File: config.mk
export PLATFORM = sky130hd
export DESIGN_NAME = ssd_decoder
export DESIGN_NICKNAME = d
export VERILOG_FILES = /design/src/ssd_pkg.sv /design/src/ssd_decoder.sv
export SDC_FILE = /design/constraint.sdc
export NUM_CORES = 1
export LEC_CHECK = 0
export ABC_AREA = 1
export BUFFER_PORTS_ARGS = -buffer_cell sky130_fd_sc_hd__buf_2
export CORE_MARGIN = 1
export CORE_UTILIZATION = 38
export CTS_CLUSTER_DIAMETER = 50
export DETAILED_ROUTE_END_ITERATION = 10
export SYNTH_ARGS = -nofsm -noshare
export SYNTH_HDL_FRONTEND = slang
export SYNTH_SLANG_ARGS = --single-unit
File: constraint.sdc
create_clock -name CLK_IN -period 2.1 [get_ports CLK_IN]
set_clock_uncertainty 0.2 [all_clocks]
set_input_delay 0.42 -clock CLK_IN [delete_from_list [all_inputs] [get_ports CLK_IN]]
set_output_delay 0.42 -clock CLK_IN [all_outputs]
set_load 0.01 [all_outputs]
File: src/ssd_pkg.sv
// Shared codes, costs and carrier types of the decoder
package ssd_pkg;

    // ****************************************
    // Encodings
    // ****************************************
    localparam logic [7:0] SSD_INDIRECT_PREFIX = 8'h09;
    localparam logic       SSD_SIZE_WORD       = 1'h1;
    localparam logic [4:0] SSD_OPD_GEN0        = 5'h12;
    localparam logic [4:0] SSD_OPD_GEN1        = 5'h13;
    localparam logic [4:0] SSD_OPD_UPPER0      = 5'h10;
    localparam logic [4:0] SSD_OPD_UPPER1      = 5'h11;
    localparam logic [4:0] SSD_OPD_ADDR_ZERO   = 5'h02;
    localparam logic [4:0] SSD_OPD_ADDR_ONE    = 5'h03;
    localparam logic [4:0] SSD_OPD_ABS16       = 5'h0F;
    localparam logic [4:0] SSD_OPD_ABS24       = 5'h0E;
    localparam logic [3:0] SSD_CND_EQUAL       = 4'hA;
    localparam logic [3:0] SSD_CND_HOLE_LOW    = 4'h7;
    localparam logic [3:0] SSD_CND_HOLE_HIGH   = 4'hF;

    // ****************************************
    // Lengths and cycle costs
    // ****************************************
    localparam logic [3:0]  SSD_LEN_SHORT      = 4'h2;
    localparam logic [3:0]  SSD_LEN_MID        = 4'h3;
    localparam logic [3:0]  SSD_LEN_SUB_IMM    = 4'h4;
    localparam logic [3:0]  SSD_LEN_INDIRECT   = 4'h1;
    localparam logic [3:0]  SSD_LEN_WORD_IMM   = 4'h1;
    localparam logic [19:0] SSD_CYC_ONE        = 20'h00001;
    localparam logic [19:0] SSD_CYC_TWO        = 20'h00002;
    localparam logic [19:0] SSD_CYC_THREE      = 20'h00003;
    localparam logic [19:0] SSD_CYC_FOUR       = 20'h00004;
    localparam logic [19:0] SSD_CYC_FIVE       = 20'h00005;
    localparam logic [19:0] SSD_CYC_SIX        = 20'h00006;
    localparam logic [19:0] SSD_CYC_EIGHT      = 20'h00008;
    localparam logic [19:0] SSD_CYC_NINE       = 20'h00009;
    localparam logic [19:0] SSD_CYC_TEN        = 20'h0000A;
    localparam logic [19:0] SSD_CYC_INDIRECT   = 20'h00003;
    localparam logic [19:0] SSD_CYC_TAKEN      = 20'h00002;
    localparam logic [23:0] SSD_BRANCH_BIAS    = 24'h000002;

    // ****************************************
    // Types
    // ****************************************
    typedef enum logic [3:0] {
        SSD_CIRC_SHIFT_IMM, SSD_CIRC_SHIFT_REG, SSD_ARITH_SHIFT_IMM,
        SSD_ARITH_SHIFT_LONG_IMM, SSD_ARITH_SHIFT_REG,
        SSD_SUB_BORROW_IMM, SSD_SUB_BORROW_REG, SSD_SUB_BRANCH_NZ,
        SSD_STORE_ON_COND, SSD_STRING_COMPARE
    } ssd_op_t;

    typedef enum logic [3:0] {
        SSD_MODE_GEN_REG, SSD_MODE_ADDR_REG, SSD_MODE_ADDR_IND,
        SSD_MODE_BRANCH_DISPLACEMENT_BYTE, SSD_MODE_DSP16, SSD_MODE_DSP24,
        SSD_MODE_ABS16, SSD_MODE_ABS24, SSD_MODE_UNDEF
    } ssd_mode_t;

    typedef struct packed {
        ssd_op_t     op;
        logic        lead_valid;
        logic [7:0]  lead_byte;
        logic        size_word;
        logic [4:0]  dest_code;
        logic [4:0]  src_code;
        logic [3:0]  imm_field;
        logic [7:0]  count_high_byte;
        logic [3:0]  cond_code;
        logic        flag_c;
        logic        flag_z;
        logic        flag_s;
        logic        flag_o;
        logic        branch_taken;
        logic [23:0] start_addr;
        logic [23:0] target_addr;
        logic [15:0] xfer_count;
        logic        mismatch;
        logic        null_low;
    } ssd_req_t;

    typedef struct packed {
        logic        legal;
        logic        indirect;
        logic [3:0]  length;
        logic [19:0] cycles;
        ssd_mode_t   dest_mode;
        logic        shift_left;
        logic [7:0]  shift_amount;
        logic [4:0]  sub_value;
        logic [7:0]  branch_disp;
        logic        disp_in_range;
        logic        cond_true;
    } ssd_res_t;

endpackage

File: src/ssd_decoder.sv
// Decoder and cycle costing for shift, subtract and compare forms
//
// Functional notes
// - Prefix byte 8'h09 ahead of the opcode marks an indirect destination.
// - Indirect destination adds one byte and three cycles.
// - Size bit 0 selects byte operation, 1 selects word.
// - Register codes: 12/13 first pair, 10/11 upper pair, 02/03 address.
// - Memory codes 00/01 and 04-0D by displacement; 0F is abs16, 0E is abs24.
// - Register-count forms: code 13 byte only; code 11 word only.
// - Register-count shifts cost 3 cycles on registers, 5 on memory.
// - Immediate subtract-with-borrow: 1 or 3 cycles; word adds a byte.
// - Branch displacement is target minus start minus two.
// - Subtract-branch immediate: 0 is 0, 1-7 minus, 8 plus 8, 9-F +7..+1.
// - Subtract-branch: 2 or 4 cycles, two more when taken.
// - Store-on-condition field decodes fourteen flag conditions.
// - Store-on-condition costs one cycle, two to five bytes.
// - String compare: 6+3m byte; word 6/9 or 8/10 plus 1.5m.
// - Immediate shift count: 0-7 mean +1..+8, 8-F mean -1..-8.
// - Immediate shifts cost 2 cycles on registers, 4 on memory.
// - Long immediate shift rejects the upper pair, 6 or 8 cycles.
`timescale 1ns/100ps

module ssd_decoder
    import ssd_pkg::*;
(
    // Clock and reset
    input  wire logic     CLK_IN,
    input  wire logic     RST_N_IN,
    // Decode request
    input  wire logic     REQ_VALID_IN,
    input  wire ssd_req_t REQ_IN,
    // Decode result
    output logic          DONE_OUT,
    output ssd_res_t      RESULT_OUT
);

    // ****************************************
    // Helpers
    // ****************************************
    // Register codes
    function automatic ssd_mode_t mode_of(input logic [4:0] code);
        ssd_mode_t m;
        m = SSD_MODE_UNDEF;
        case (code)
            SSD_OPD_GEN0, SSD_OPD_GEN1,
            SSD_OPD_UPPER0, SSD_OPD_UPPER1: m = SSD_MODE_GEN_REG;
            SSD_OPD_ADDR_ZERO, SSD_OPD_ADDR_ONE: m = SSD_MODE_ADDR_REG;
            5'h00, 5'h01: m = SSD_MODE_ADDR_IND;
            5'h04, 5'h05, 5'h06, 5'h07: m = SSD_MODE_BRANCH_DISPLACEMENT_BYTE;
            5'h08, 5'h09, 5'h0A, 5'h0B: m = SSD_MODE_DSP16;
            5'h0C, 5'h0D: m = SSD_MODE_DSP24;
            SSD_OPD_ABS16: m = SSD_MODE_ABS16;
            SSD_OPD_ABS24: m = SSD_MODE_ABS24;
            default: m = SSD_MODE_UNDEF;
        endcase
        return m;
    endfunction

    function automatic logic [3:0] disp_bytes(input ssd_mode_t m);
        logic [3:0] n;
        n = 4'h0;
        case (m)
            SSD_MODE_BRANCH_DISPLACEMENT_BYTE: n = 4'h1;
            SSD_MODE_DSP16, SSD_MODE_ABS16: n = 4'h2;
            SSD_MODE_DSP24, SSD_MODE_ABS24: n = 4'h3;
            default: n = 4'h0;
        endcase
        return n;
    endfunction

    function automatic logic is_mem(input ssd_mode_t m);
        return (m != SSD_MODE_GEN_REG) && (m != SSD_MODE_ADDR_REG);
    endfunction

    // Carry set means no borrow, so the unsigned tests use it directly
    function automatic logic cond_eval(input logic [3:0] cnd,
                                       input logic c, input logic z,
                                       input logic s, input logic o);
        logic r;
        r = 1'b0;
        case (cnd)
            4'h0: r = !c;
            4'h1: r = !c || z;
            4'h2: r = !z;
            4'h3: r = !s;
            4'h4: r = !o;
            4'h5: r = !((s ^ o) || z);
            4'h6: r = !(s ^ o);
            4'h8: r = c;
            4'h9: r = c && !z;
            4'hA: r = z;
            4'hB: r = s;
            4'hC: r = o;
            4'hD: r = (s ^ o) || z;
            4'hE: r = s ^ o;
            default: r = 1'b0;
        endcase
        return r;
    endfunction

    // ****************************************
    // State
    // ****************************************
    typedef struct packed {
        logic     done;
        ssd_res_t res;
    } ssd_state_t;

    ssd_state_t state;
    ssd_state_t next_state;
    ssd_mode_t  dmode;
    ssd_mode_t  smode;
    logic       mem_d;
    logic       mem_s;
    logic       dest_ok;
    logic [19:0] triple_m;
    logic [19:0] half_m;
    logic [23:0] disp_full;
    logic [7:0]  count_mag;

    assign dmode    = mode_of(REQ_IN.dest_code);
    assign smode    = mode_of(REQ_IN.src_code);
    assign mem_d    = is_mem(dmode);
    assign mem_s    = is_mem(smode);
    assign triple_m = {4'h0, REQ_IN.xfer_count} * 20'h00003;
    // Odd counts of half-cycles round up to a whole cycle
    assign half_m   = (triple_m + 20'h00001) >> 1;
    // Displacement from two bytes past the start address
    assign disp_full = REQ_IN.target_addr - REQ_IN.start_addr
                       - SSD_BRANCH_BIAS;
    assign count_mag = REQ_IN.count_high_byte[7]
                       ? 8'(-REQ_IN.count_high_byte)
                       : REQ_IN.count_high_byte;

    // ****************************************
    // Operand legality
    // ****************************************
    always_comb begin
        dest_ok = (dmode != SSD_MODE_UNDEF);
        case (REQ_IN.op)
            SSD_CIRC_SHIFT_REG, SSD_ARITH_SHIFT_REG: begin
                if (REQ_IN.dest_code == SSD_OPD_GEN1) begin
                    dest_ok = (REQ_IN.size_word != SSD_SIZE_WORD);
                end else if (REQ_IN.dest_code == SSD_OPD_UPPER1) begin
                    dest_ok = (REQ_IN.size_word == SSD_SIZE_WORD);
                end
            end
            SSD_ARITH_SHIFT_LONG_IMM: begin
                if (REQ_IN.dest_code == SSD_OPD_UPPER0 ||
                    REQ_IN.dest_code == SSD_OPD_UPPER1) begin
                    dest_ok = 1'b0;
                end
            end
            SSD_STRING_COMPARE: dest_ok = 1'b1;
            default: dest_ok = (dmode != SSD_MODE_UNDEF);
        endcase
    end

    // ****************************************
    // Decode and cost
    // ****************************************
    always_comb begin
        next_state      = state;
        next_state.done = REQ_VALID_IN;
        if (REQ_VALID_IN) begin
            next_state.res           = '0;
            next_state.res.dest_mode = dmode;
            next_state.res.indirect  = REQ_IN.lead_valid &&
                (REQ_IN.lead_byte == SSD_INDIRECT_PREFIX);
            next_state.res.legal = dest_ok &&
                (!REQ_IN.lead_valid || next_state.res.indirect);
            case (REQ_IN.op)
                SSD_CIRC_SHIFT_IMM, SSD_ARITH_SHIFT_IMM: begin
                    next_state.res.length = SSD_LEN_SHORT;
                    next_state.res.cycles = mem_d ? SSD_CYC_FOUR
                                                  : SSD_CYC_TWO;
                end
                SSD_CIRC_SHIFT_REG, SSD_ARITH_SHIFT_REG: begin
                    next_state.res.length = SSD_LEN_SHORT;
                    next_state.res.cycles = mem_d ? SSD_CYC_FIVE
                                                  : SSD_CYC_THREE;
                end
                SSD_ARITH_SHIFT_LONG_IMM: begin
                    next_state.res.length = SSD_LEN_MID;
                    next_state.res.cycles = mem_d ? SSD_CYC_EIGHT
                                                  : SSD_CYC_SIX;
                end
                SSD_SUB_BORROW_IMM: begin
                    next_state.res.length = SSD_LEN_SUB_IMM +
                        (REQ_IN.size_word ? SSD_LEN_WORD_IMM : 4'h0);
                    next_state.res.cycles = mem_d ? SSD_CYC_THREE
                                                  : SSD_CYC_ONE;
                end
                SSD_SUB_BORROW_REG: begin
                    next_state.res.legal = next_state.res.legal &&
                        (smode != SSD_MODE_UNDEF);
                    next_state.res.length = SSD_LEN_MID +
                        disp_bytes(smode);
                    if (mem_d && mem_s) begin
                        next_state.res.cycles = SSD_CYC_FOUR;
                    end else if (mem_d || mem_s) begin
                        next_state.res.cycles = SSD_CYC_THREE;
                    end else begin
                        next_state.res.cycles = SSD_CYC_ONE;
                    end
                end
                SSD_SUB_BRANCH_NZ: begin
                    next_state.res.length = SSD_LEN_MID;
                    next_state.res.cycles = (mem_d ? SSD_CYC_FOUR
                        : SSD_CYC_TWO) + (REQ_IN.branch_taken
                        ? SSD_CYC_TAKEN : 20'h00000);
                end
                SSD_STORE_ON_COND: begin
                    next_state.res.length = SSD_LEN_SHORT;
                    next_state.res.cycles = SSD_CYC_ONE;
                    next_state.res.legal = next_state.res.legal &&
                        (REQ_IN.cond_code != SSD_CND_HOLE_LOW) &&
                        (REQ_IN.cond_code != SSD_CND_HOLE_HIGH);
                end
                // Compare cost by size and end case
                default: begin
                    next_state.res.length = SSD_LEN_SHORT;
                    if (REQ_IN.size_word != SSD_SIZE_WORD) begin
                        next_state.res.cycles = SSD_CYC_SIX + triple_m;
                    end else if (REQ_IN.null_low) begin
                        next_state.res.cycles = half_m + (REQ_IN.mismatch
                            ? SSD_CYC_TEN : SSD_CYC_EIGHT);
                    end else begin
                        next_state.res.cycles = half_m + (REQ_IN.mismatch
                            ? SSD_CYC_NINE : SSD_CYC_SIX);
                    end
                end
            endcase
            if (REQ_IN.op != SSD_STRING_COMPARE) begin
                next_state.res.length = next_state.res.length +
                    disp_bytes(dmode);
                if (next_state.res.indirect) begin
                    next_state.res.length = next_state.res.length +
                        SSD_LEN_INDIRECT;
                    next_state.res.cycles = next_state.res.cycles +
                        SSD_CYC_INDIRECT;
                end
            end
            if (REQ_IN.op == SSD_CIRC_SHIFT_REG ||
                REQ_IN.op == SSD_ARITH_SHIFT_REG) begin
                next_state.res.shift_left   = !REQ_IN.count_high_byte[7];
                next_state.res.shift_amount = count_mag;
            end else begin
                next_state.res.shift_left   = !REQ_IN.imm_field[3];
                next_state.res.shift_amount =
                    {5'h00, REQ_IN.imm_field[2:0]} + 8'h01;
            end
            // Value subtracted is the negated field
            next_state.res.sub_value =
                5'(-{REQ_IN.imm_field[3], REQ_IN.imm_field});
            next_state.res.branch_disp   = disp_full[7:0];
            next_state.res.disp_in_range = (disp_full[23:7] == '0) ||
                                           (disp_full[23:7] == '1);
            next_state.res.cond_true = cond_eval(REQ_IN.cond_code,
                REQ_IN.flag_c, REQ_IN.flag_z, REQ_IN.flag_s,
                REQ_IN.flag_o);
        end
    end

    always_ff @(posedge CLK_IN or negedge RST_N_IN) begin
        if (!RST_N_IN) begin
            state <= '0;
        end else begin
            state <= next_state;
        end
    end

    assign DONE_OUT   = state.done;
    assign RESULT_OUT = state.res;
endmodule

# Word level (Yosys, flattened, before mapping)
# Memories as Yosys holds them, arrays and structs flattened.
# Index checks and enable logic that the tools add are counted.
[op_classes]
n_eq_ne = 44
mux = 30
bitwise = 2
multipliers = 1
reduce_logical = 36
addsub = 15
[op_table]
columns = ["cell", "n"]
rows = [
  ["case mux 24 bit (7 select lines)", 1],
  ["2-to-1 mux 24 bit", 3],
  ["== test 4 x 3 -> 1 bit, second input constant", 15],
  ["adder 18 x 4 -> 19 bit", 2],
  ["2-to-1 mux 19 bit", 2],
  ["== test 4 bit, second input constant", 9],
  ["== test 4 x 2 -> 1 bit, second input constant", 6],
  ["2-to-1 mux 4 bit", 6],
  ["subtractor 24 x 2 -> 24 bit, second input constant", 1],
  ["subtractor 24 bit", 1],
  ["adder 20 x 2 -> 20 bit, second input constant", 1],
  ["adder 18 x 1 -> 19 bit, second input constant", 1],
  ["adder 3 x 18 -> 19 bit, first input constant", 1],
  ["multiplier 16 x 2 -> 18 bit, second input constant", 1],
  ["== test 17 bit, second input constant", 1],
  ["logical NOT 17 bit", 1],
  ["inequality test 4 bit, second input constant", 4],
  ["== test 5 bit, second input constant", 3],
  ["case mux 1 bit (14 select lines)", 1],
  ["case mux 2 bit (3 select lines)", 2],
  ["OR reduction 2 bit", 6],
  ["logical AND 1 bit", 9],
  ["logical NOT 1 bit", 9],
  ["2-to-1 mux 3 bit", 3],
  ["23 further kinds", 39],
]
[totals]
reg_bits = 55
wordCells = 142
mem_bits_ro = 256
mem_count = 2
inputBits = 114
out_inout_bits = 55
[mem_list]
columns = ["name", "words", "width", "read_ports", "rd_ports_with_merged_regs", "write_ports", "line", "source"]
rows = [
  ["(no name shown)", 32, 4, 1, 0, 0, "ssd_decoder.sv:44", "case (code)"],
  ["(no name shown)", 32, 4, 1, 0, 0, "ssd_decoder.sv:44", ""],
]

# Longest topological paths before layout
# Gate-level depths: netlist of the first run.
# An unclocked memory read counts as a cell.
[logic_depth]
ltp_word = 13
mapped_depth = 32
mapped_depth_nobuf = 32

# Worst setup path before layout of the first run
# Ideal clock, no wire load.
[synth_path]
path_kind = "input to register"
startpoint = "input port REQ_IN[2] (netlist name)"
endpoint = "register state (netlist bit RESULT_OUT[45])"
arrival_time_ns = 3.851
n_path_buf = 0
setup_ns = 0.117
stages = 29
required_time_ns = 1.783
path_slack_ns = -2.068
path_cell_list = "ha_1 inv_1 fa_1 inv_1 ha_1 nand2_1 nor2_4 nor2_1 ha_1 a21oi_1 nand2_1 nand2_1 inv_1 nor2_1 nor2_1 nor2_1 nand3_2 nor2_1 nand2_1 nor2_1 nand2_1 nor2_2 nand2_1 nor2_4 nand3_2 nor2_2 nand3_1 nand3_1 nand2_1"
[synth_between]
elab_chain_len = 10
elab_cells_between_ends = 12
classes_between = "add/sub (5); mul (1); mux (6)"
[synth_lines]
columns = ["element", "line", "source"]
rows = [
  ["start: declaration", "ssd_decoder.sv:31", "input wire ssd_req_t REQ_IN,"],
  ["multiplier 16 x 2 -> 18 bit (*)", "ssd_decoder.sv:125", "assign triple_m = {4'h0, REQ_IN.xfer_count} * 20'h00003;"],
  ["adder 18 x 1 -> 19 bit", "ssd_decoder.sv:127", "assign half_m = (triple_m + 20'h00001) >> 1;"],
  ["adder 18 x 4 -> 19 bit, on equally long branches", "ssd_decoder.sv:229, ssd_decoder.sv:226", ""],
  ["2-to-1 mux 19 bit", "ssd_decoder.sv:225", "end else if (REQ_IN.null_low) begin"],
  ["2-to-1 mux 19 bit (*)", "ssd_decoder.sv:223", "if (REQ_IN.size_word != SSD_SIZE_WORD) begin"],
  ["case mux 24 bit (7 select lines) (*)", "ssd_decoder.sv:172", "case (REQ_IN.op)"],
  ["2-to-1 mux 24 bit (*)", "ssd_decoder.sv:165", "if (REQ_VALID_IN) begin"],
  ["adder 20 x 2 -> 20 bit", "ssd_decoder.sv:240", "next_state.res.cycles = next_state.res.cycles +"],
  ["2-to-1 mux 24 bit", "ssd_decoder.sv:237", "if (next_state.res.indirect) begin"],
  ["2-to-1 mux 24 bit (*)", "ssd_decoder.sv:234", "if (REQ_IN.op != SSD_STRING_COMPARE) begin"],
  ["end signal: assignment", "ssd_decoder.sv:269", "state <= next_state;"],
  ["end: declaration", "ssd_decoder.sv:109", "ssd_state_t state;"],
]
# Every way passes the cells marked *; elsewhere a longest branch is shown, timed or not. The select of a mux whose other input is x is not followed.
# A chain may end at the register's enable or synchronous reset.

# Final worst setup path of the first run
# Ends and elaborated chain as after synthesis.

==> results of run 1 <==
==> through the flow <==
step                area [um2]  hold WS [ps]  setup TNS, ps  power (mW)
floorplan                 8225        -75.59         -27920       3.101
global placement         11260         210.7         -37730       4.484
detailed placement       11260         206.4         -38960       4.524
CTS                      11810         184.6         -27490       5.618
global route             12300         193.1         -33570       6.345
finish                   12300         181.9         -28540       5.842
==> synth_stat cells, drive strengths merged, types with 2 or more instances <==
cell type | instances | share of area
a22o | 2 | 0.0022
nor2 | 147 | 0.082
a21oi | 52 | 0.034
nand3b | 2 | 0.0019
buf | 5 | 0.0036
nand2 | 417 | 0.21
xnor2 | 20 | 0.022
a21o | 2 | 0.0019
clkinv | 3 | 0.0014
o22ai | 4 | 0.0031
xor2 | 18 | 0.020
o211ai | 4 | 0.0037
o31ai | 7 | 0.0065
a32o | 2 | 0.0025
o21bai | 3 | 0.0028
a21boi | 3 | 0.0028
a31oi | 7 | 0.0054
o21ai | 71 | 0.044
nand4 | 26 | 0.020
a211oi | 2 | 0.0019
clkbuf | 11 | 0.0051
nor4 | 7 | 0.0054
or2 | 4 | 0.0031
ha | 81 | 0.13
dfrtp | 55 | 0.17
inv | 242 | 0.11
fa | 4 | 0.010
nor3 | 17 | 0.011
nand3 | 120 | 0.081
==> power by group through the flow <==
stage | combinational, mW | sequential, mW | clock, mW
floorplan | 1.78 | 1.32 | 0
global placement | 3.21 | 1.27 | 0
detailed placement | 3.25 | 1.27 | 0
CTS | 3.41 | 1.25 | 0.958
global route | 4.06 | 1.27 | 1.01
finish | 3.65 | 1.26 | 0.941
==> state kept, by name, indices dropped and copies added, names as in the netlist <==
register	flops
RESULT_OUT	54
DONE_OUT	1
==> layout make-up <==
cell class / count / area [um2]
clock buffer: 5 / 125.1
clock inverter: 3 / 33.78
fill: 2047 / 8199
inverter: 245 / 943.4
multi-input combinational: 1029 / 6389
sequential: 55 / 1376
tap: 270 / 337.8
timing repair buffer: 449 / 3090
==> worst max-delay path by stage <==
stage / depth (start not counted) / endpoint / slack [ps]
2_1_floorplan: 29 / RESULT_OUT[45] / -1880
3_3_place_gp: 30 / RESULT_OUT[44] / -2210
3_5_place_dp: 30 / RESULT_OUT[44] / -2280
4_1_cts: 31 / RESULT_OUT[44] / -1790
5_1_grt: 32 / RESULT_OUT[43] / -2170
6_report: 30 / RESULT_OUT[45] / -1870
==> cell families (layout without fill, tap and decap cells) <==
kind of cell,Yosys count,in the layout,synth area share
AOI/OAI and AO/OA,165,165,0.1171
adders and majority gates,85,85,0.1359
buffers and inverters,261,702,0.1230
and+or+nand+nor,741,741,0.4115
xor gates and xnor gates,38,38,0.04137
DFF,55,55,0.1711
==> layer usage <==
metal | track usage | part of all wire | vias up
li1 | - | - | 5188
met1 | 0.3146 | 0.47 | 4468
met2 | 0.4196 | 0.48 | 172
met3 | 0.02438 | 0.035 | 25
met4 | 0.04897 | 0.015 | 2
met5 | 0 | 0.00042 | -
==> repair_timing <==
item / 4_1_cts / 5_1_grt
setup buffers: 47 / 13
hold buffers: 1 / 0
resized for setup: 62 / 105
endpoints found under the hold margin: 13 / 0
pin swaps: 39 / 84
endpoints found under the setup margin: 25 / 26
==> results.py, run 1 <==
metrics = {
    "run_status": {
        "outcome": "finished, violations left",
        "violations": "setup timing",
    },
    "timing": {
        "fmax_ghz": 0.2517,
        "drv_slew": 0,
        "tightestPinTransition_ps": 520.9,
        "maxSlewHeadroom": 0.6527,
        "fin_ws_ps": -1874,
        "layout_min_cycle_time_ps": 3974,
        "rsz0062_at_grt": "true",
        "timing_hold_violations_final": 0,
        "setup-violations-final": 23,
        "period_share": 1.892,
    },
    "floorplan": {
        "coreArea_um2": 20490,
        "die_area_um2": 21760,
        "row_count": 52,
        "start_util": 0.3926,
        "die_y_um": 147.5,
        "io_pins": 169,
        "die_w_um": 147.5,
    },
    "cells_and_area": {
        "final_common_cell": "nand2_1",
        "nets": 1984,
        "antenna_cells": 0,
        "final_cell_mix": "nand2_1, buf_4, inv_1",
        "finalCoreUtilization": 0.5999,
        "final_cells": 2056,
        "drive_gt1_frac": 0.3779,
        "synthToLayoutAreaGrowth_pct": 52.83,
    },
    "yosys": {
        "syn-num-nets": 1544,
        "netlist_area_um2": 8045,
        "async_flop_share": 1.000,
        "synth_edf_count": 0,
        "yosysUniqueCellTypes": 48,
        "seq_area_frac_synth": 0.1711,
        "synth.ff_latch_count": 55,
        "ys.flop_type": "dfrtp_1",
        "avgSynthCellArea_um2": 5.982,
        "netlist_instances": 1345,
        "yosys_warnings": 0,
    },
    "power_and_ir_drop": {
        "p_int_mw": 3.316,
        "p_seq_frac": 0.215,
        "peakVddDrop_v": 0.0003378,
        "p_sw_mw": 2.527,
        "power_frac_clock": 0.161,
        "power.density_nw_per_um2": 475.2,
        "leakage_nw": 6.806,
        "power_frac_comb": 0.624,
        "p_sw_frac": 0.4325,
    },
    "clock_network": {
        "path_clk_slew_ps": 90,
        "htreeDepth": 2,
        "cts-root-buf": "clkbuf_16",
        "cts.path.max_buffers": 2,
        "worstSkewPairLatency_ps": 310,
        "cts_tree": "done",
        "cts_sinks": 55,
        "cts_buffers": 5,
    },
    "critical_path": {
        "worstPathMaxFanout": 4,
        "r2r_start": "RESULT_OUT[36]",
        "max_stage_delay_ps": 570,
        "worst_ep_required_time_ps": 2110,
        "crit_path_start": "REQ_IN[2]",
        "start_kind": "primary input",
        "crit_top_cell": "nor2_2",
        "r2r_end": "RESULT_OUT[36]",
        "r2r_cells": 1,
        "cp_slowest_cell": "fa_2",
        "crit_arrival_ps": 3980,
        "r2r_slack_ps": 1110,
        "worstSetupEndpointType": "flip-flop",
        "critPathBufInv": 5,
        "critical_path_class": "primary input to flip-flop",
        "crit_family": "simple AND/OR/NAND/NOR gates",
    },
    "placement": {
        "gp_congestion": 0.8938,
        "place_ws_ps": -2283,
        "dp.cells": 2018,
        "dpl.hpwl_um": 21290,
        "numPortBuffers": 168,
    },
    "worst_hold_path": {
        "hold_path.class": "primary input to flip-flop",
        "hold_path.startpoint": "REQ_IN[75]",
        "worstHoldPathCells": 3,
        "holdPathEnd": "RESULT_OUT[15]",
    },
    "global_route": {
        "grt_pass1_vias": 9437,
        "grt_overflow": 0,
        "grt_pass1_wl_um": 42870,
        "grt_antenna_before_repair": 1,
        "grt_max_degree": 43,
        "grtUsageTotal": 0.2385,
    },
    "route": {
        "wl_per_cell_um": 12.70,
        "drtIter0Drc": 431,
        "route.vias.total": 9855,
        "drc": 0,
        "routed_wl_um": 26110,
        "firstDrtPassIters": 4,
        "routed_via_density": 4.793,
        "ant_nets": 0,
    },
    "flow_run": {
        "maxCapViolCount": 0,
    },
}
Note: power is estimated with default switching activity, not from simulation.
==> inputs of run 2 (changes only) <==
--- a/config.mk
+++ b/config.mk
@@ -11,6 +11,7 @@
 export CORE_UTILIZATION = 38
 export CTS_CLUSTER_DIAMETER = 50
 export DETAILED_ROUTE_END_ITERATION = 10
+export SETUP_SLACK_MARGIN = 0.05
 export SYNTH_ARGS = -nofsm -noshare
 export SYNTH_HDL_FRONTEND = slang
 export SYNTH_SLANG_ARGS = --single-unit
==> results.py, run 2 (synthesis results as in run 1) <==
metrics = {
    "power_and_ir_drop": {
        "power.density_nw_per_um2": 475.3,
        "p_sw_frac": 0.4325,
        "leakage_nw": 6.808,
        "peakVddDrop_v": 0.0003382,
        "power_frac_clock": 0.161,
        "finalPower_mw": 5.846,
        "p_sw_mw": 2.529,
        "p_int_mw": 3.317,
        "p_seq_frac": 0.215,
        "power_frac_comb": 0.624,
    },
    "clock_network": {
        "path_clk_slew_ps": 90,
        "cts-root-buf": "clkbuf_16",
        "htreeDepth": 2,
        "cts.path.max_buffers": 2,
        "cts_buffers": 5,
        "worstSkewPairLatency_ps": 300,
        "cts_tree": "done",
        "cts_sinks": 55,
    },
    "route": {
        "drc": 0,
        "ant_nets": 0,
        "drtIter0Drc": 414,
        "wl_per_cell_um": 12.69,
        "firstDrtPassIters": 4,
        "route.vias.total": 9854,
        "routed_via_density": 4.793,
        "routed_wl_um": 26100,
    },
    "placement": {
        "gp_congestion": 0.8938,
        "dpl.hpwl_um": 21290,
        "dp.cells": 2018,
        "numPortBuffers": 168,
    },
    "cells_and_area": {
        "largest_reg_flops": 54,
        "nets": 1984,
        "multi_input_area_um2": 6389,
        "final_cells": 2056,
        "seqCellArea_um2": 1376,
        "fillers": 2047,
        "antenna_cells": 0,
        "synthToLayoutAreaGrowth_pct": 52.88,
        "final_common_cell": "nand2_1",
        "final_cell_mix": "nand2_1, buf_4, inv_1",
        "drive_gt1_frac": 0.3779,
    },
    "timing": {
        "maxSlewHeadroom": 0.6518,
        "tightestPinTransition_ps": 522.3,
        "setup-violations-final": 23,
        "layout_min_cycle_time_ps": 3971,
        "fin_ws_ps": -1871,
        "rsz0062_at_grt": "true",
        "fmax_ghz": 0.2518,
        "timing_hold_violations_final": 0,
        "drv_slew": 0,
        "period_share": 1.891,
    },
    "critical_path": {
        "start_kind": "primary input",
        "worst_ep_required_time_ps": 2110,
        "crit_arrival_ps": 3980,
        "worstPathMaxFanout": 4,
        "critPathBufInv": 5,
        "critical_path_class": "primary input to flip-flop",
        "worstSetupEndpointType": "flip-flop",
        "r2r_start": "RESULT_OUT[36]",
        "max_stage_delay_ps": 570,
        "cp_slowest_cell": "fa_2",
        "crit_top_cell": "nor2_2",
        "r2r_cells": 1,
        "r2r_slack_ps": 1110,
        "crit_family": "simple AND/OR/NAND/NOR gates",
        "r2r_end": "RESULT_OUT[36]",
    },
    "worst_hold_path": {
        "hold_path.class": "primary input to flip-flop",
        "hold_path.startpoint": "REQ_IN[75]",
        "holdPathEnd": "RESULT_OUT[15]",
        "worstHoldPathCells": 3,
    },
    "global_route": {
        "grtUsageTotal": 0.2386,
        "grt_pass1_wl_um": 42890,
        "grt_overflow": 0,
        "grt_antenna_before_repair": 1,
        "grt_pass1_vias": 9436,
        "grt_max_degree": 43,
    },
    "run_status": {
        "outcome": "finished, violations left",
        "violations": "setup timing",
    },
    "floorplan": {
        "die_area_um2": 21760,
        "coreArea_um2": 20490,
        "die_y_um": 147.5,
        "start_util": 0.3926,
        "io_pins": 169,
        "row_count": 52,
        "die_w_um": 147.5,
    },
    "flow_run": {
        "maxCapViolCount": 0,
    },
}
==> run 2: cell count changes in the layout (fill, tap and decap cells not counted) <==
cell   change
buf_6      +1
buf_4      -1
==> run 2: final cells by class <==
class	count	share of cell area
multi-input cells	1029	0.5194
flip-flops and latches	55	0.1119
clock inverters	3	0.002747
inverters	245	0.07670
clock buffers	5	0.01017
repair buffers	449	0.2516
well taps	270	0.02747
==> run 2: routing by layer <==
metal  GRT usage  vias to the layer above  part of all wire
li1            -                     5185                 -
met4     0.04897                        2             0.015
met3     0.02438                       25             0.035
met1      0.3148                     4456              0.47
met5           0                        -           0.00042
met2      0.4196                      186              0.47
==> run 2: power groups by stage <==
stage	registers (mW)	clock network, mW	logic, mW
floorplan	1.32	0	1.78
global placement	1.27	0	3.21
detailed placement	1.27	0	3.25
CTS	1.25	0.958	3.41
global route	1.27	1.01	4.06
finish	1.26	0.941	3.65
==> run 2: how the worst max path moves through the flow <==
stage               startpoint             end  slack, ps  cells past startpoint
floorplan            REQ_IN[2]  RESULT_OUT[45]      -1880                     29
global placement     REQ_IN[3]  RESULT_OUT[44]      -2210                     30
detailed placement   REQ_IN[2]  RESULT_OUT[44]      -2280                     30
CTS                  REQ_IN[2]  RESULT_OUT[44]      -1790                     31
global route         REQ_IN[3]  RESULT_OUT[43]      -2170                     32
finish               REQ_IN[2]  RESULT_OUT[45]      -1870                     30
==> run 2: worst min-delay path: stages <==
cell and delay, ps:
buf_2 100, o22ai_1 80, nand2_1 50
==> run 2: timing repair <==
item                                    CTS  global route
hold buffers                              1             0
hold endpoints to repair                 13             0
setup buffers                            47            13
gates resized for setup                  64           104
endpoints found under the setup margin   25            26
pin swaps                                39            84
==> run 2: through the flow <==
stage	utilization	hold slack (ps)	setup slack, ps	cell area [um2]	TNS [ps]
after floorplan	-	-75.59	-1885	8225	-27920
after global placement	0.5493	210.7	-2214	11260	-37730
after detailed placement	0.5493	206.4	-2283	11260	-38960
after CTS	0.5764	184.6	-1788	11810	-27490
after global routing	0.6001	193.1	-2166	12300	-33560
final	0.6001	180.5	-1871	12300	-28530
==> inputs of run 3 (changes only) <==
--- a/config.mk
+++ b/config.mk
@@ -11,6 +11,7 @@
 export CORE_UTILIZATION = 38
 export CTS_CLUSTER_DIAMETER = 50
 export DETAILED_ROUTE_END_ITERATION = 10
+export PLACE_DENSITY_LB_ADDON = 0.12
 export SETUP_SLACK_MARGIN = 0.05
 export SYNTH_ARGS = -nofsm -noshare
 export SYNTH_HDL_FRONTEND = slang
==> results.py, run 3 (synthesis results as in run 1) <==
metrics = {
    "run_status": {
        "outcome": "finished, violations left",
        "violations": "setup timing",
    },
    "cells_and_area": {
        "final_cell_mix": "nand2_1, buf_4, inv_1",
        "multi_input_area_um2": 6262,
        "antenna_cells": 0,
        "seqCellArea_um2": 1376,
        "final_cells": 2039,
        "synthToLayoutAreaGrowth_pct": 49.55,
        "fillers": 2094,
        "final_common_cell": "nand2_1",
        "largest_reg_flops": 54,
        "nets": 1967,
        "drive_gt1_frac": 0.3578,
    },
    "route": {
        "ant_nets": 0,
        "drc": 0,
        "firstDrtPassIters": 5,
        "route.vias.total": 9673,
        "routed_wl_um": 24180,
        "routed_via_density": 4.744,
        "wl_per_cell_um": 11.86,
        "drtIter0Drc": 342,
    },
    "critical_path": {
        "crit_arrival_ps": 3950,
        "cp_slowest_cell": "fa_2",
        "worst_ep_required_time_ps": 2090,
        "crit_family": "simple AND/OR/NAND/NOR gates",
        "worstSetupEndpointType": "flip-flop",
        "critical_path_class": "primary input to flip-flop",
        "worstPathMaxFanout": 4,
        "start_kind": "primary input",
        "max_stage_delay_ps": 580,
        "critPathBufInv": 4,
        "crit_top_cell": "nand2_2",
    },
    "placement": {
        "place_ws_ps": -2266,
        "dpl.hpwl_um": 19700,
        "numPortBuffers": 168,
        "dp.cells": 2005,
        "gp_congestion": 0.8671,
    },
    "global_route": {
        "grt_pass1_vias": 9313,
        "grt_overflow": 0,
        "grtUsageTotal": 0.2248,
        "grt_max_degree": 56,
        "grt_antenna_before_repair": 0,
        "grt_pass1_wl_um": 40830,
    },
    "power_and_ir_drop": {
        "finalPower_mw": 5.631,
        "peakVddDrop_v": 0.0003685,
        "leakage_nw": 6.704,
        "power.density_nw_per_um2": 468.0,
    },
    "timing": {
        "layout_min_cycle_time_ps": 3957,
        "timing_hold_violations_final": 0,
        "tightestPinTransition_ps": 401.4,
        "maxSlewHeadroom": 0.7255,
        "fin_ws_ps": -1857,
        "fmax_ghz": 0.2527,
        "setup_tns_ps": -28130,
        "period_share": 1.884,
        "setup-violations-final": 23,
        "drv_slew": 0,
        "hold_ws_ps": 173.5,
        "rsz0062_at_grt": "true",
    },
    "clock_network": {
        "cts-root-buf": "clkbuf_16",
        "htreeDepth": 2,
        "path_clk_slew_ps": 80,
        "cts_buffers": 5,
        "cts.path.max_buffers": 2,
        "cts_sinks": 55,
        "cts_tree": "done",
        "worstSkewPairLatency_ps": 300,
    },
    "floorplan": {
        "die_area_um2": 21760,
        "io_pins": 169,
        "die_y_um": 147.5,
        "row_count": 52,
        "die_w_um": 147.5,
        "coreArea_um2": 20490,
        "start_util": 0.3926,
    },
    "flow_run": {
        "maxCapViolCount": 0,
    },
    "worst_hold_path": {
        "hold_path.class": "primary input to flip-flop",
    },
}
==> run 3: metrics by stage <==
| stage | utilization | cell area (um2) |
|---|---|---|
| after floorplan | - | 8225 |
| after global placement | 0.5433 | 11140 |
| after detailed placement | 0.5433 | 11140 |
| after CTS | 0.5701 | 11680 |
| after global routing | 0.5871 | 12030 |
| final | 0.5871 | 12030 |
==> run 3: final cells by class <==
type                    count  share of cell area
multi-input cells        1029              0.5205
repair buffers            432              0.2466
flip-flops and latches     55              0.1144
inverters                 245             0.07820
well taps                 270             0.02808
clock buffers               5             0.01040
clock inverters             3            0.001872
==> run 3: timing repair <==
item	4_1_cts	5_1_grt
setup endpoints to repair	25	26
cloned	0	0
hold buffers	1	0
setup buffers	15	12
endpoints found under the hold margin	55	0
pin swaps	58	68
resized for setup	74	72
==> run 3: path summary, 6_finish.rpt <==
kind                           startpoint        endpoint  slack [ps]  cells after the start
min in group asynchronous        RST_N_IN        DONE_OUT         440                      3
setup / recovery                REQ_IN[2]  RESULT_OUT[44]       -1860                     29
setup reg to reg           RESULT_OUT[36]  RESULT_OUT[36]        1150                      1
hold reg to reg            RESULT_OUT[29]  RESULT_OUT[29]         280                      2
max in group asynchronous        RST_N_IN  RESULT_OUT[46]         990                      3
hold / removal                 REQ_IN[75]  RESULT_OUT[15]         170                      3
==> run 3: metal layers <==
layer | vias up | wire, um | global-route usage | share of wire
met3 | 34 | 671 | 0.02068 | 0.028
li1 | 5156 | - | - | -
met5 | - | 0 | 0 | 0
met2 | 170 | 12400 | 0.4252 | 0.51
met1 | 4313 | 10730 | 0.2748 | 0.44
met4 | 0 | 379 | 0.04381 | 0.016
==> run 3: report_power, final <==
part	switching, mW	leakage [nW]	internal, mW
logic	1.90	5.93	1.60
clock network	0.435	0.0742	0.449
registers	0.0624	0.700	1.18
total	2.40	6.70	3.23
